$ cat src/include/clt_pkg.sv
// Package of offsets, field layouts, reset values and settings for the bank.
package clt_pkg;

  // Register pointer offsets on the serial bus.
  localparam logic [7:0] CLT_OFS_WDOG_CTRL = 8'h01;
  localparam logic [7:0] CLT_OFS_PRE_TERM = 8'h03;
  localparam logic [7:0] CLT_OFS_CHG_VOLT = 8'h04;
  localparam logic [7:0] CLT_OFS_TERM_TMR = 8'h05;

  // Reset values.
  localparam logic [7:0] CLT_RST_PRE_TERM = 8'h11;
  localparam logic [7:0] CLT_RST_CHG_VOLT = 8'hca;
  localparam logic [7:0] CLT_RST_TERM_TMR = 8'h9a;

  // Field positions.
  localparam int CLT_POS_WDOG_RESTART = 6;
  localparam int CLT_POS_PRE_LSB = 4;
  localparam int CLT_POS_TERM_LSB = 0;
  localparam int CLT_POS_VCODE_LSB = 2;
  localparam int CLT_POS_EXIT_SEL = 1;
  localparam int CLT_POS_RECHG_SEL = 0;
  localparam int CLT_POS_EN_TERM = 7;
  localparam int CLT_POS_EARLY_STAT = 6;
  localparam int CLT_POS_WDOG_LSB = 4;
  localparam int CLT_POS_EN_TIMER = 3;
  localparam int CLT_POS_DUR_LSB = 1;

  // Analog settings expressed as numbers.
  localparam logic [12:0] CLT_CHARGE_VOLTAGE_CODE_BASE_MV = 13'h0db0;
  localparam logic [5:0] CLT_CHARGE_VOLTAGE_CODE_CODE_MAX = 6'h38;
  localparam logic [11:0] CLT_EXIT_LOW_MV = 12'haf0;
  localparam logic [11:0] CLT_EXIT_HIGH_MV = 12'hbb8;
  localparam logic [8:0] CLT_RECHG_LOW_MV = 9'h064;
  localparam logic [8:0] CLT_RECHG_HIGH_MV = 9'h12c;
  localparam logic [7:0] CLT_WDOG_40_S = 8'h28;
  localparam logic [7:0] CLT_WDOG_80_S = 8'h50;
  localparam logic [7:0] CLT_WDOG_160_S = 8'ha0;
  localparam logic [4:0] CLT_DUR_5_H = 5'h05;
  localparam logic [4:0] CLT_DUR_8_H = 5'h08;
  localparam logic [4:0] CLT_DUR_12_H = 5'h0c;
  localparam logic [4:0] CLT_DUR_20_H = 5'h14;

  // Serial engine states.
  typedef enum logic [8:0] {
    CLT_IDLE = 9'h001,
    CLT_ADDR = 9'h002,
    CLT_ACK_ADDR = 9'h004,
    CLT_PTR = 9'h008,
    CLT_ACK_PTR = 9'h010,
    CLT_WDATA = 9'h020,
    CLT_ACK_WR = 9'h040,
    CLT_RDATA = 9'h080,
    CLT_MACK = 9'h100
  } clt_state_e;

endpackage

$ cat src/include/clt_pins_if.sv
// Interface carrying conditioned serial bus events to the engine.
`timescale 1ns/1ps
interface clt_pins_if;
  logic start;
  logic stop;
  logic scl_rise;
  logic scl_fall;
  logic sda;
  modport front (output start, output stop, output scl_rise,
                 output scl_fall, output sda);
  modport engine (input start, input stop, input scl_rise,
                  input scl_fall, input sda);
endinterface

$ cat src/rtl/clt_bus_front.sv
// Serial bus pin synchroniser and start, stop and clock edge detector.
`timescale 1ns/1ps
module clt_bus_front (
  input wire logic clk,
  input wire logic sys_rst,
  input wire logic scl_i,
  input wire logic sda_i,
  clt_pins_if.front ev
);
  logic scl_m_q, scl_s_q, scl_p_q;
  logic sda_m_q, sda_s_q, sda_p_q;

  // The pins are idle high, so the chain resets to one and no false edge
  // appears when reset lifts.
  always_ff @(posedge clk) begin
    if (sys_rst) begin
      scl_m_q <= 1'b1;
      scl_s_q <= 1'b1;
      scl_p_q <= 1'b1;
      sda_m_q <= 1'b1;
      sda_s_q <= 1'b1;
      sda_p_q <= 1'b1;
    end else begin
      scl_m_q <= scl_i;
      scl_s_q <= scl_m_q;
      scl_p_q <= scl_s_q;
      sda_m_q <= sda_i;
      sda_s_q <= sda_m_q;
      sda_p_q <= sda_s_q;
    end
  end

  assign ev.sda = sda_s_q;
  assign ev.scl_rise = scl_s_q & ~scl_p_q;
  assign ev.scl_fall = ~scl_s_q & scl_p_q;
  assign ev.start = scl_s_q & scl_p_q & ~sda_s_q & sda_p_q;
  assign ev.stop = scl_s_q & scl_p_q & sda_s_q & ~sda_p_q;
endmodule

$ cat src/rtl/clt_cfg_regs.sv
// Charge limit, voltage and timer configuration bank with its serial slave.
//
// How it works
// RULE1: Pre-charge code in bits 7:4, 128 mA steps.
// RULE2: Termination code in bits 3:0, 128 mA steps.
// RULE3: First register resets to 00010001.
// RULE4: Voltage code bits 7:2, 16 mV, max 111000.
// RULE5: Voltage register resets to 11001010.
// RULE6: Bit 1 picks 2.8 V or 3.0 V.
// RULE7: Bit 0 picks 100 mV or 300 mV.
// RULE8: Bit 7 of third enables termination.
// RULE9: Bit 6 picks early 800 mA status.
// RULE10: Bits 5:4 pick watchdog off/40/80/160 s.
// RULE11: Bit 3 enables the safety timer.
// RULE12: Bits 2:1 pick 5/8/12/20 hour timer.
// RULE13: Host writes zero to reserved bit 0.
// RULE14: Third register resets to 10011010.
// RULE15: Watchdog restart bit self-clears after restart.
// RULE16: Reduced-current option halves pre-charge limit.
// RULE17: Slowdown option halves timer in regulation.
// RULE18: Every field reads back last written value; the watchdog restart bit at offset 01 reads back as zero.
`timescale 1ns/1ps
module clt_cfg_regs
  import clt_pkg::*;
#(
  // Arbitrary neutral bus address.
  parameter logic [6:0] DEV_ADDR = 7'h2a
) (
  input wire logic clk,
  input wire logic sys_rst,
  input wire logic scl_i,
  input wire logic sda_i,
  output logic sda_o,
  output logic sda_oe_n,
  input wire logic reduced_current_force,
  input wire logic timer_slowdown_enable,
  input wire logic regulation_active,
  input wire logic end_current_reached,
  input wire logic current_below_800ma,
  output logic watchdog_restart,
  output logic [11:0] precharge_limit_ma,
  output logic [11:0] end_of_charge_limit_ma,
  output logic [12:0] charge_voltage_mv,
  output logic [11:0] precharge_exit_mv,
  output logic [8:0] recharge_drop_mv,
  output logic termination_enable,
  output logic termination_indicate,
  output logic [7:0] watchdog_period_s,
  output logic safety_timer_enable,
  output logic safety_timer_half_speed,
  output logic [4:0] fast_charge_hours
);
  clt_pins_if ev ();

  clt_bus_front u_front (
    .clk(clk),
    .sys_rst(sys_rst),
    .scl_i(scl_i),
    .sda_i(sda_i),
    .ev(ev)
  );

  //////////////////////////////////////////////////////////////////////////
  // Serial engine.

  clt_state_e state_q;
  logic [2:0] bit_cnt_q;
  logic [7:0] shift_q;
  logic [7:0] ptr_q;
  logic rd_mode_q;
  logic lead_fall_q;
  logic master_ack_q;
  logic wr_stb_q;
  logic [7:0] wr_ptr_q;
  logic [7:0] wr_data_q;
  logic [7:0] pre_term_q, chg_volt_q, term_tmr_q;
  logic [7:0] rd_data;
  logic byte_end;

  assign byte_end = ev.scl_fall & (bit_cnt_q == 3'h7);

  always_comb begin
    rd_data = 8'h00;
    case (ptr_q)
      CLT_OFS_PRE_TERM: rd_data = pre_term_q; // [RULE18]
      CLT_OFS_CHG_VOLT: rd_data = chg_volt_q; // [RULE18]
      CLT_OFS_TERM_TMR: rd_data = term_tmr_q; // [RULE18]
      default: rd_data = 8'h00;
    endcase
  end

  always_ff @(posedge clk) begin
    if (sys_rst) begin
      state_q <= CLT_IDLE;
      bit_cnt_q <= 3'h0;
      shift_q <= 8'h00;
      ptr_q <= 8'h00;
      rd_mode_q <= 1'b0;
      lead_fall_q <= 1'b0;
      master_ack_q <= 1'b0;
      wr_stb_q <= 1'b0;
      wr_ptr_q <= 8'h00;
      wr_data_q <= 8'h00;
    end else begin
      wr_stb_q <= 1'b0;
      if (ev.stop) begin
        state_q <= CLT_IDLE;
      end else if (ev.start) begin
        state_q <= CLT_ADDR;
        bit_cnt_q <= 3'h0;
        lead_fall_q <= 1'b1;
      end else begin
        if (ev.scl_rise && state_q inside {CLT_ADDR, CLT_PTR, CLT_WDATA}) begin
          shift_q <= {shift_q[6:0], ev.sda};
        end
        if (ev.scl_rise && state_q == CLT_MACK) begin
          master_ack_q <= ~ev.sda;
        end
        unique case (state_q)
          CLT_IDLE: begin
          end
          CLT_ADDR: begin
            if (byte_end) begin
              rd_mode_q <= shift_q[0];
              state_q <= (shift_q[7:1] == DEV_ADDR) ? CLT_ACK_ADDR : CLT_IDLE;
            end
          end
          CLT_ACK_ADDR: begin
            if (ev.scl_fall) begin
              if (rd_mode_q) begin
                shift_q <= rd_data;
                state_q <= CLT_RDATA;
              end else begin
                state_q <= CLT_PTR;
              end
            end
          end
          CLT_PTR: begin
            if (byte_end) begin
              ptr_q <= shift_q;
              state_q <= CLT_ACK_PTR;
            end
          end
          CLT_ACK_PTR: begin
            if (ev.scl_fall) begin
              state_q <= CLT_WDATA;
            end
          end
          CLT_WDATA: begin
            if (byte_end) begin
              wr_stb_q <= 1'b1;
              wr_ptr_q <= ptr_q;
              wr_data_q <= shift_q;
              ptr_q <= ptr_q + 8'h01;
              state_q <= CLT_ACK_WR;
            end
          end
          CLT_ACK_WR: begin
            if (ev.scl_fall) begin
              state_q <= CLT_WDATA;
            end
          end
          CLT_RDATA: begin
            if (byte_end) begin
              ptr_q <= ptr_q + 8'h01;
              state_q <= CLT_MACK;
            end else if (ev.scl_fall) begin
              shift_q <= {shift_q[6:0], 1'b0};
            end
          end
          CLT_MACK: begin
            if (ev.scl_fall) begin
              shift_q <= rd_data;
              state_q <= master_ack_q ? CLT_RDATA : CLT_IDLE;
            end
          end
          default: state_q <= CLT_IDLE;
        endcase
        // The clock fall that closes a start condition carries no bit, so
        // it must not advance the bit count of the address byte.
        if (ev.scl_fall && lead_fall_q) begin
          lead_fall_q <= 1'b0;
        end else if (ev.scl_fall && state_q != CLT_IDLE) begin
          bit_cnt_q <= (state_q inside {CLT_ADDR, CLT_PTR, CLT_WDATA,
                        CLT_RDATA}) ? bit_cnt_q + 3'h1 : 3'h0;
        end
      end
    end
  end

  // Data only changes a cycle after the clock fall is seen, which keeps the
  // hold time well clear of the controller's sampling edge.
  always_ff @(posedge clk) begin
    if (sys_rst) begin
      sda_oe_n <= 1'b1;
      sda_o <= 1'b0;
    end else begin
      sda_o <= 1'b0;
      sda_oe_n <= ~((state_q inside {CLT_ACK_ADDR, CLT_ACK_PTR,
                     CLT_ACK_WR}) | ((state_q == CLT_RDATA) & ~shift_q[7]));
    end
  end

  //////////////////////////////////////////////////////////////////////////
  // Configuration registers.

  always_ff @(posedge clk) begin
    if (sys_rst) begin
      pre_term_q <= CLT_RST_PRE_TERM; // [RULE3]
    end else if (wr_stb_q && wr_ptr_q == CLT_OFS_PRE_TERM) begin
      pre_term_q <= wr_data_q; // [RULE1] [RULE2] [RULE18]
    end
  end

  always_ff @(posedge clk) begin
    if (sys_rst) begin
      chg_volt_q <= CLT_RST_CHG_VOLT; // [RULE5]
    end else if (wr_stb_q && wr_ptr_q == CLT_OFS_CHG_VOLT) begin
      chg_volt_q <= wr_data_q; // [RULE4] [RULE6] [RULE7] [RULE18]
    end
  end

  // The reserved bit is stored as written; the host is expected to keep it
  // at zero, and the bank does not rely on it.
  always_ff @(posedge clk) begin
    if (sys_rst) begin
      term_tmr_q <= CLT_RST_TERM_TMR; // [RULE14]
    end else if (wr_stb_q && wr_ptr_q == CLT_OFS_TERM_TMR) begin
      term_tmr_q <= wr_data_q; // [RULE13] [RULE18]
    end
  end

  // The restart bit never holds state: it reads back as zero at once.
  always_ff @(posedge clk) begin
    if (sys_rst) begin
      watchdog_restart <= 1'b0;
    end else begin
      watchdog_restart <= wr_stb_q && wr_ptr_q == CLT_OFS_WDOG_CTRL &&
                          wr_data_q[CLT_POS_WDOG_RESTART]; // [RULE15]
    end
  end

  //////////////////////////////////////////////////////////////////////////
  // Decoded settings.

  logic reg_m_q, reg_s_q, endc_m_q, endc_s_q, b800_m_q, b800_s_q;

  always_ff @(posedge clk) begin
    if (sys_rst) begin
      reg_m_q <= 1'b0;
      reg_s_q <= 1'b0;
      endc_m_q <= 1'b0;
      endc_s_q <= 1'b0;
      b800_m_q <= 1'b0;
      b800_s_q <= 1'b0;
    end else begin
      reg_m_q <= regulation_active;
      reg_s_q <= reg_m_q;
      endc_m_q <= end_current_reached;
      endc_s_q <= endc_m_q;
      b800_m_q <= current_below_800ma;
      b800_s_q <= b800_m_q;
    end
  end

  logic [4:0] pre_steps, term_steps;
  logic [5:0] vcode;
  logic [1:0] wdog_sel, dur_sel;

  assign pre_steps = {1'b0, pre_term_q[CLT_POS_PRE_LSB +: 4]} + 5'h01;
  assign term_steps = {1'b0, pre_term_q[CLT_POS_TERM_LSB +: 4]} + 5'h01;
  assign vcode = chg_volt_q[CLT_POS_VCODE_LSB +: 6];
  assign wdog_sel = term_tmr_q[CLT_POS_WDOG_LSB +: 2];
  assign dur_sel = term_tmr_q[CLT_POS_DUR_LSB +: 2];

  always_ff @(posedge clk) begin
    if (sys_rst) begin
      precharge_limit_ma <= 12'h000;
      end_of_charge_limit_ma <= 12'h000;
    end else begin
      precharge_limit_ma <= reduced_current_force ?
                            {1'b0, pre_steps, 6'h00} : // [RULE16]
                            {pre_steps, 7'h00}; // [RULE1]
      end_of_charge_limit_ma <= {term_steps, 7'h00}; // [RULE2]
    end
  end

  // Codes above the top setting are clamped rather than passed on, so a bad
  // write can never ask the loop for more than the highest valid voltage.
  always_ff @(posedge clk) begin
    if (sys_rst) begin
      charge_voltage_mv <= 13'h0000;
      precharge_exit_mv <= 12'h000;
      recharge_drop_mv <= 9'h000;
    end else begin
      charge_voltage_mv <= CLT_CHARGE_VOLTAGE_CODE_BASE_MV +
        {3'h0, ((vcode > CLT_CHARGE_VOLTAGE_CODE_CODE_MAX) ? CLT_CHARGE_VOLTAGE_CODE_CODE_MAX : vcode),
         4'h0}; // [RULE4]
      precharge_exit_mv <= chg_volt_q[CLT_POS_EXIT_SEL] ?
                           CLT_EXIT_HIGH_MV : CLT_EXIT_LOW_MV; // [RULE6]
      recharge_drop_mv <= chg_volt_q[CLT_POS_RECHG_SEL] ?
                          CLT_RECHG_HIGH_MV : CLT_RECHG_LOW_MV; // [RULE7]
    end
  end

  always_ff @(posedge clk) begin
    if (sys_rst) begin
      termination_enable <= 1'b0;
      termination_indicate <= 1'b0;
      safety_timer_enable <= 1'b0;
      safety_timer_half_speed <= 1'b0;
    end else begin
      termination_enable <= term_tmr_q[CLT_POS_EN_TERM]; // [RULE8]
      termination_indicate <= term_tmr_q[CLT_POS_EARLY_STAT] ?
                              b800_s_q : endc_s_q; // [RULE9]
      safety_timer_enable <= term_tmr_q[CLT_POS_EN_TIMER]; // [RULE11]
      safety_timer_half_speed <= term_tmr_q[CLT_POS_EN_TIMER] &
                                 timer_slowdown_enable & reg_s_q; // [RULE17]
    end
  end

  always_ff @(posedge clk) begin
    if (sys_rst) begin
      watchdog_period_s <= 8'h00;
      fast_charge_hours <= 5'h00;
    end else begin
      unique case (wdog_sel) // [RULE10]
        2'h0: watchdog_period_s <= 8'h00;
        2'h1: watchdog_period_s <= CLT_WDOG_40_S;
        2'h2: watchdog_period_s <= CLT_WDOG_80_S;
        2'h3: watchdog_period_s <= CLT_WDOG_160_S;
      endcase
      unique case (dur_sel) // [RULE12]
        2'h0: fast_charge_hours <= CLT_DUR_5_H;
        2'h1: fast_charge_hours <= CLT_DUR_8_H;
        2'h2: fast_charge_hours <= CLT_DUR_12_H;
        2'h3: fast_charge_hours <= CLT_DUR_20_H;
      endcase
    end
  end
endmodule

$ cat config.mk
export PLATFORM = sky130hd
export DESIGN_NAME = clt_cfg_regs
export DESIGN_NICKNAME = d
export VERILOG_FILES = /design/src/include/clt_pkg.sv /design/src/include/clt_pins_if.sv /design/src/rtl/clt_bus_front.sv /design/src/rtl/clt_cfg_regs.sv
export SDC_FILE = /design/constraint.sdc
export NUM_CORES = 1
export LEC_CHECK = 0
export BUFFER_PORTS_ARGS = -buffer_cell sky130_fd_sc_hd__buf_2
export CORE_MARGIN = 1
export CORE_UTILIZATION = 55
export CTS_CLUSTER_SIZE = 40
export DETAILED_ROUTE_END_ITERATION = 10
export GPL_TIMING_DRIVEN = 0
export PLACE_DENSITY_LB_ADDON = 0.25
export SYNTH_ARGS = -nofsm -noshare
export SYNTH_HDL_FRONTEND = slang
export SYNTH_SLANG_ARGS = --single-unit
$ cat constraint.sdc
create_clock -name clk -period 2.3 [get_ports clk]
set_input_delay 0.46 -clock clk [delete_from_list [all_inputs] [get_ports clk]]
set_output_delay 0.46 -clock clk [all_outputs]
set_load 0.05 [all_outputs]
==> flow_summary.ini <==
[floorplanning]
rows = 36
die_w_um = 103
dieHeight_um = 103
ios = 87
start_util_pct = 56.8
coreArea_mm2 = 0.00977
die_area_mm2 = 0.0105

[sta]
period_share_pct = 99.1
fin_hold_ws_ns = 0.117
slew_headroom_pct = 57.0
slew_viol_final = 0
finClkSkew_ns = 0.00631
fmaxAchievable_mhz = 439
worst_slack_ns = 0.0212
finalSetupViolCount = 0
finalSetupTns_ns = 0
finalHoldViolCount = 0
tightest_slew_ns = 0.636
finalCriticalPeriod_ns = 2.28

[placed_design]
dpl.hpwl_mm = 9.37
io_buffers = 55
gp_congestion = 0.952
dpl_worst_slack_ns = 0.00922
placed_cell_area_mm2 = 0.00611

[clock_tree]
numClockSinks = 123
cts_tree = done
cts_buffers = 17
cts.reportedPaths.clkPinSlew_ns = 0.06
clock-root-buffer = clkbuf_8
htree_num_levels = 4
clockBufferDepth = 2
worstSkewPairLatency_ns = 0.52

[worst_setup_path]
rr_endpoint = term_tmr_q[1]
cp_slowest_stage_delay_ns = 0.49
crit_fanout = 8
crit_type = register to register
r2r-start = wr_ptr_q[7]
worstPathCellList = nor4_1 -> nand3_1 -> or3b_2 -> clkbuf_1 -> mux2i_1 -> nand2_1
rr_worst_depth = 6
end_kind = register
critical_path_arrival_ns = 2.65
crit_family = simple AND/OR/NAND/NOR gates
cp_num_buf_inv = 1
worstPathRequired_ns = 2.67
crit_path_end = term_tmr_q[1]
r2r_setup_slack_ns = 0.02
worst_setup_path_startpoint = wr_ptr_q[7]
crit_path_start_kind = register
cp.depth = 6
crit_path_top_delay_cell = or3b_2

[synthesis]
async_flop_share_pct = 0
postSynthCellCount = 653
synth.top_cell.area_share_pct = 44.3
ys_seq_area_share_pct = 44.3
syn_area_mm2 = 0.00556
ys_seq_elements = 123
synth-main-ff-cell = dfxtp_1
ys_types = 58
syn_avg_cell_area_um2 = 8.51
synthTopCellsByArea = dfxtp_1 44%, nand2_1 6.4%, buf_4 5.4%, a21oi_1 5.0%, nor2_1 4.7%
yosys_warnings = 0
synth_area_leader_cell = dfxtp_1
synth_edf_count = 0

[cells_and_area]
multiInputGateArea_mm2 = 0.00274
fill_cells = 817
diodes = 0
areaGrowthSynthToFinish_pct = 21.6
seqCellArea_mm2 = 0.00246
fin_nets = 777
drive_gt1_share_pct = 20.9
final_area_mm2 = 0.00676

[grt]
grt_util_met2_pct = 45.4
grt_overflow = 0
grt_pass1_vias = 4277
grt_use_met3_pct = 4.88
track_usage_pct = 26.6
grt.busiest_layer = met2
grt_start_max_net_pins = 17
grt_use_met1_pct = 32.0
grt_antenna_before_repair = 0
grt_first_pass_wirelength_mm = 21.2

[routing]
vias_per_cell = 5.43
antenna_left = 0
drt_pass1_iterations = 5
drt_iter0_drc = 427
via_count = 4907
drc = 0
drt-total-wl_mm = 13.6
wl_per_cell_um = 15.0

[min_path]
whs_path_depth = 2
hold_path_class = primary input to register

[status]
run_status = finished clean

[power_and_ir_drop]
p_leak_nw = 3.00
ir_drop_mv = 0.524
finalPower_w = 0.00544
power_density_mw_per_mm2 = 806

[flow_run]
maxCapViolations = 0
==> synthesized netlist by cell type, types with 2 or more instances <==
library cell    n
nand2_1        95
xor2_1          6
nor4_1          3
buf_1           4
mux2_2          9
and3_1          8
nor4b_1         2
nor3b_1         2
inv_1          11
nand4_1         2
nor3_1         10
a22oi_1         8
ha_1           11
clkbuf_1       23
and4_1          2
buf_4          40
o31ai_1         8
a211oi_1       10
a22o_1          8
nand2b_1        7
xnor2_1         4
and2_1          2
or2_2           6
nor2b_1        20
nor2_1         69
buf_2           5
a21oi_1        55
nand3_1        28
mux2i_1        24
nand4b_1        2
o21ai_0        20
dfxtp_1       123
==> state kept, by name, indices dropped and copies added, names as in the netlist, 4 cells and up <==
| signal | flops |
|---|---|
| end_of_charge_limit_ma | 5 |
| chg_volt_q | 8 |
| watchdog_period_s | 4 |
| shift_q | 8 |
| pre_term_q | 8 |
| charge_voltage_mv | 9 |
| term_tmr_q | 8 |
| wr_ptr_q | 8 |
| wr_data_q | 8 |
| state_q | 9 |
| ptr_q | 8 |
| fast_charge_hours | 4 |
| precharge_limit_ma | 6 |
==> cells in the final DEF (no fill, tap or decap), drive strengths merged, types with 2 or more instances in the layout <==
| cell | count |
|---|---|
| nand2 | 95 |
| or2 | 6 |
| xnor2 | 4 |
| o31ai | 8 |
| clkinv | 2 |
| buf | 106 |
| nor2b | 20 |
| nand2b | 7 |
| ha | 11 |
| nor3b | 2 |
| a22oi | 8 |
| conb | 30 |
| bufinv | 4 |
| nor3 | 11 |
| and3 | 8 |
| inv | 19 |
| and2 | 2 |
| clkbuf | 40 |
| nor4 | 4 |
| and4 | 2 |
| a22o | 8 |
| xor2 | 6 |
| mux2 | 9 |
| mux2i | 24 |
| a211oi | 11 |
| a21oi | 56 |
| nand4b | 3 |
| nor2 | 69 |
| nand4 | 3 |
| dfxtp | 123 |
| nor4b | 2 |
| o21ai | 21 |
| nand3 | 28 |
==> worst reg2reg max path, stage by stage (launching register included) <==
cell and delay [ns]:
dfxtp_1 0.31, nor4_1 0.48, nand3_1 0.15, or3b_2 0.49
clkbuf_1 0.30, mux2i_1 0.30, nand2_1 0.10
==> final cells by class <==
| type | count | share of cell area [%] |
|---|---|---|
| clock buffers | 18 | 6.19 |
| clock inverters | 14 | 3.06 |
| repair buffers | 57 | 4.30 |
| multi-input cells | 475 | 40.6 |
| flip-flops and latches | 123 | 36.5 |
| inverters | 12 | 0.667 |
| plain buffers | 71 | 6.26 |
| well taps | 133 | 2.46 |
==> logic make-up (layout without fill, tap and decap cells) <==
kind of cell	Yosys count	in the layout	synth area share, %
simple gates	268	268	23.1
buf+inv	84	172	8.49
flops	123	123	44.3
fa+ha+maj	12	12	2.66
compound gates	122	122	13.7
other cells	1	30	0.0675
mux	33	33	6.15
xor+xnor	10	10	1.58
==> through the flow <==
| step | std cells | util [%] |
|---|---|---|
| 4_1_cts | 903 | 69.0 |
| 3_5_place_dp | 870 | 62.5 |
| 6_report | 903 | 69.1 |
| 2_1_floorplan | 682 | - |
| 3_3_place_gp | 870 | 62.5 |
| 5_1_grt | 903 | 69.1 |
==> power breakdown <==
part / switching, W / total (W) / internal [W] / leakage (nW)
Sequential: 0.0000333 / 0.00220 / 0.00217 / 1.00
Combinational: 0.000304 / 0.000420 / 0.000116 / 1.70
Clock: 0.00104 / 0.00282 / 0.00179 / 0.302
Total: 0.00137 / 0.00544 / 0.00407 / 3.00
==> routing by layer <==
| metal | routed length, um | share of wire, % |
|---|---|---|
| met4 | 389 | 2.9 |
| met2 | 6840 | 50 |
| met1 | 5590 | 41 |
| met5 | 0 | 0 |
| met3 | 743 | 5.5 |
==> repair_timing <==
action / CTS / global route
endpoints found under the setup margin: 13 / 25
hold buffers: 0 / 0
gates resized for setup: 1 / 3
setup buffers: 1 / 1
hold endpoints to repair: 0 / 0
pin swaps: 1 / 0
==> worst min path at each step <==
stage / start / end
6_report: sda_i / u_front.sda_m_q
5_1_grt: sda_i / u_front.sda_m_q
4_1_cts: sda_i / u_front.sda_m_q
3_5_place_dp: u_front.sda_m_q / u_front.ev.sda
3_3_place_gp: u_front.sda_m_q / u_front.ev.sda
2_1_floorplan: u_front.sda_m_q / u_front.ev.sda
Note: power is estimated with default switching activity, not from simulation.
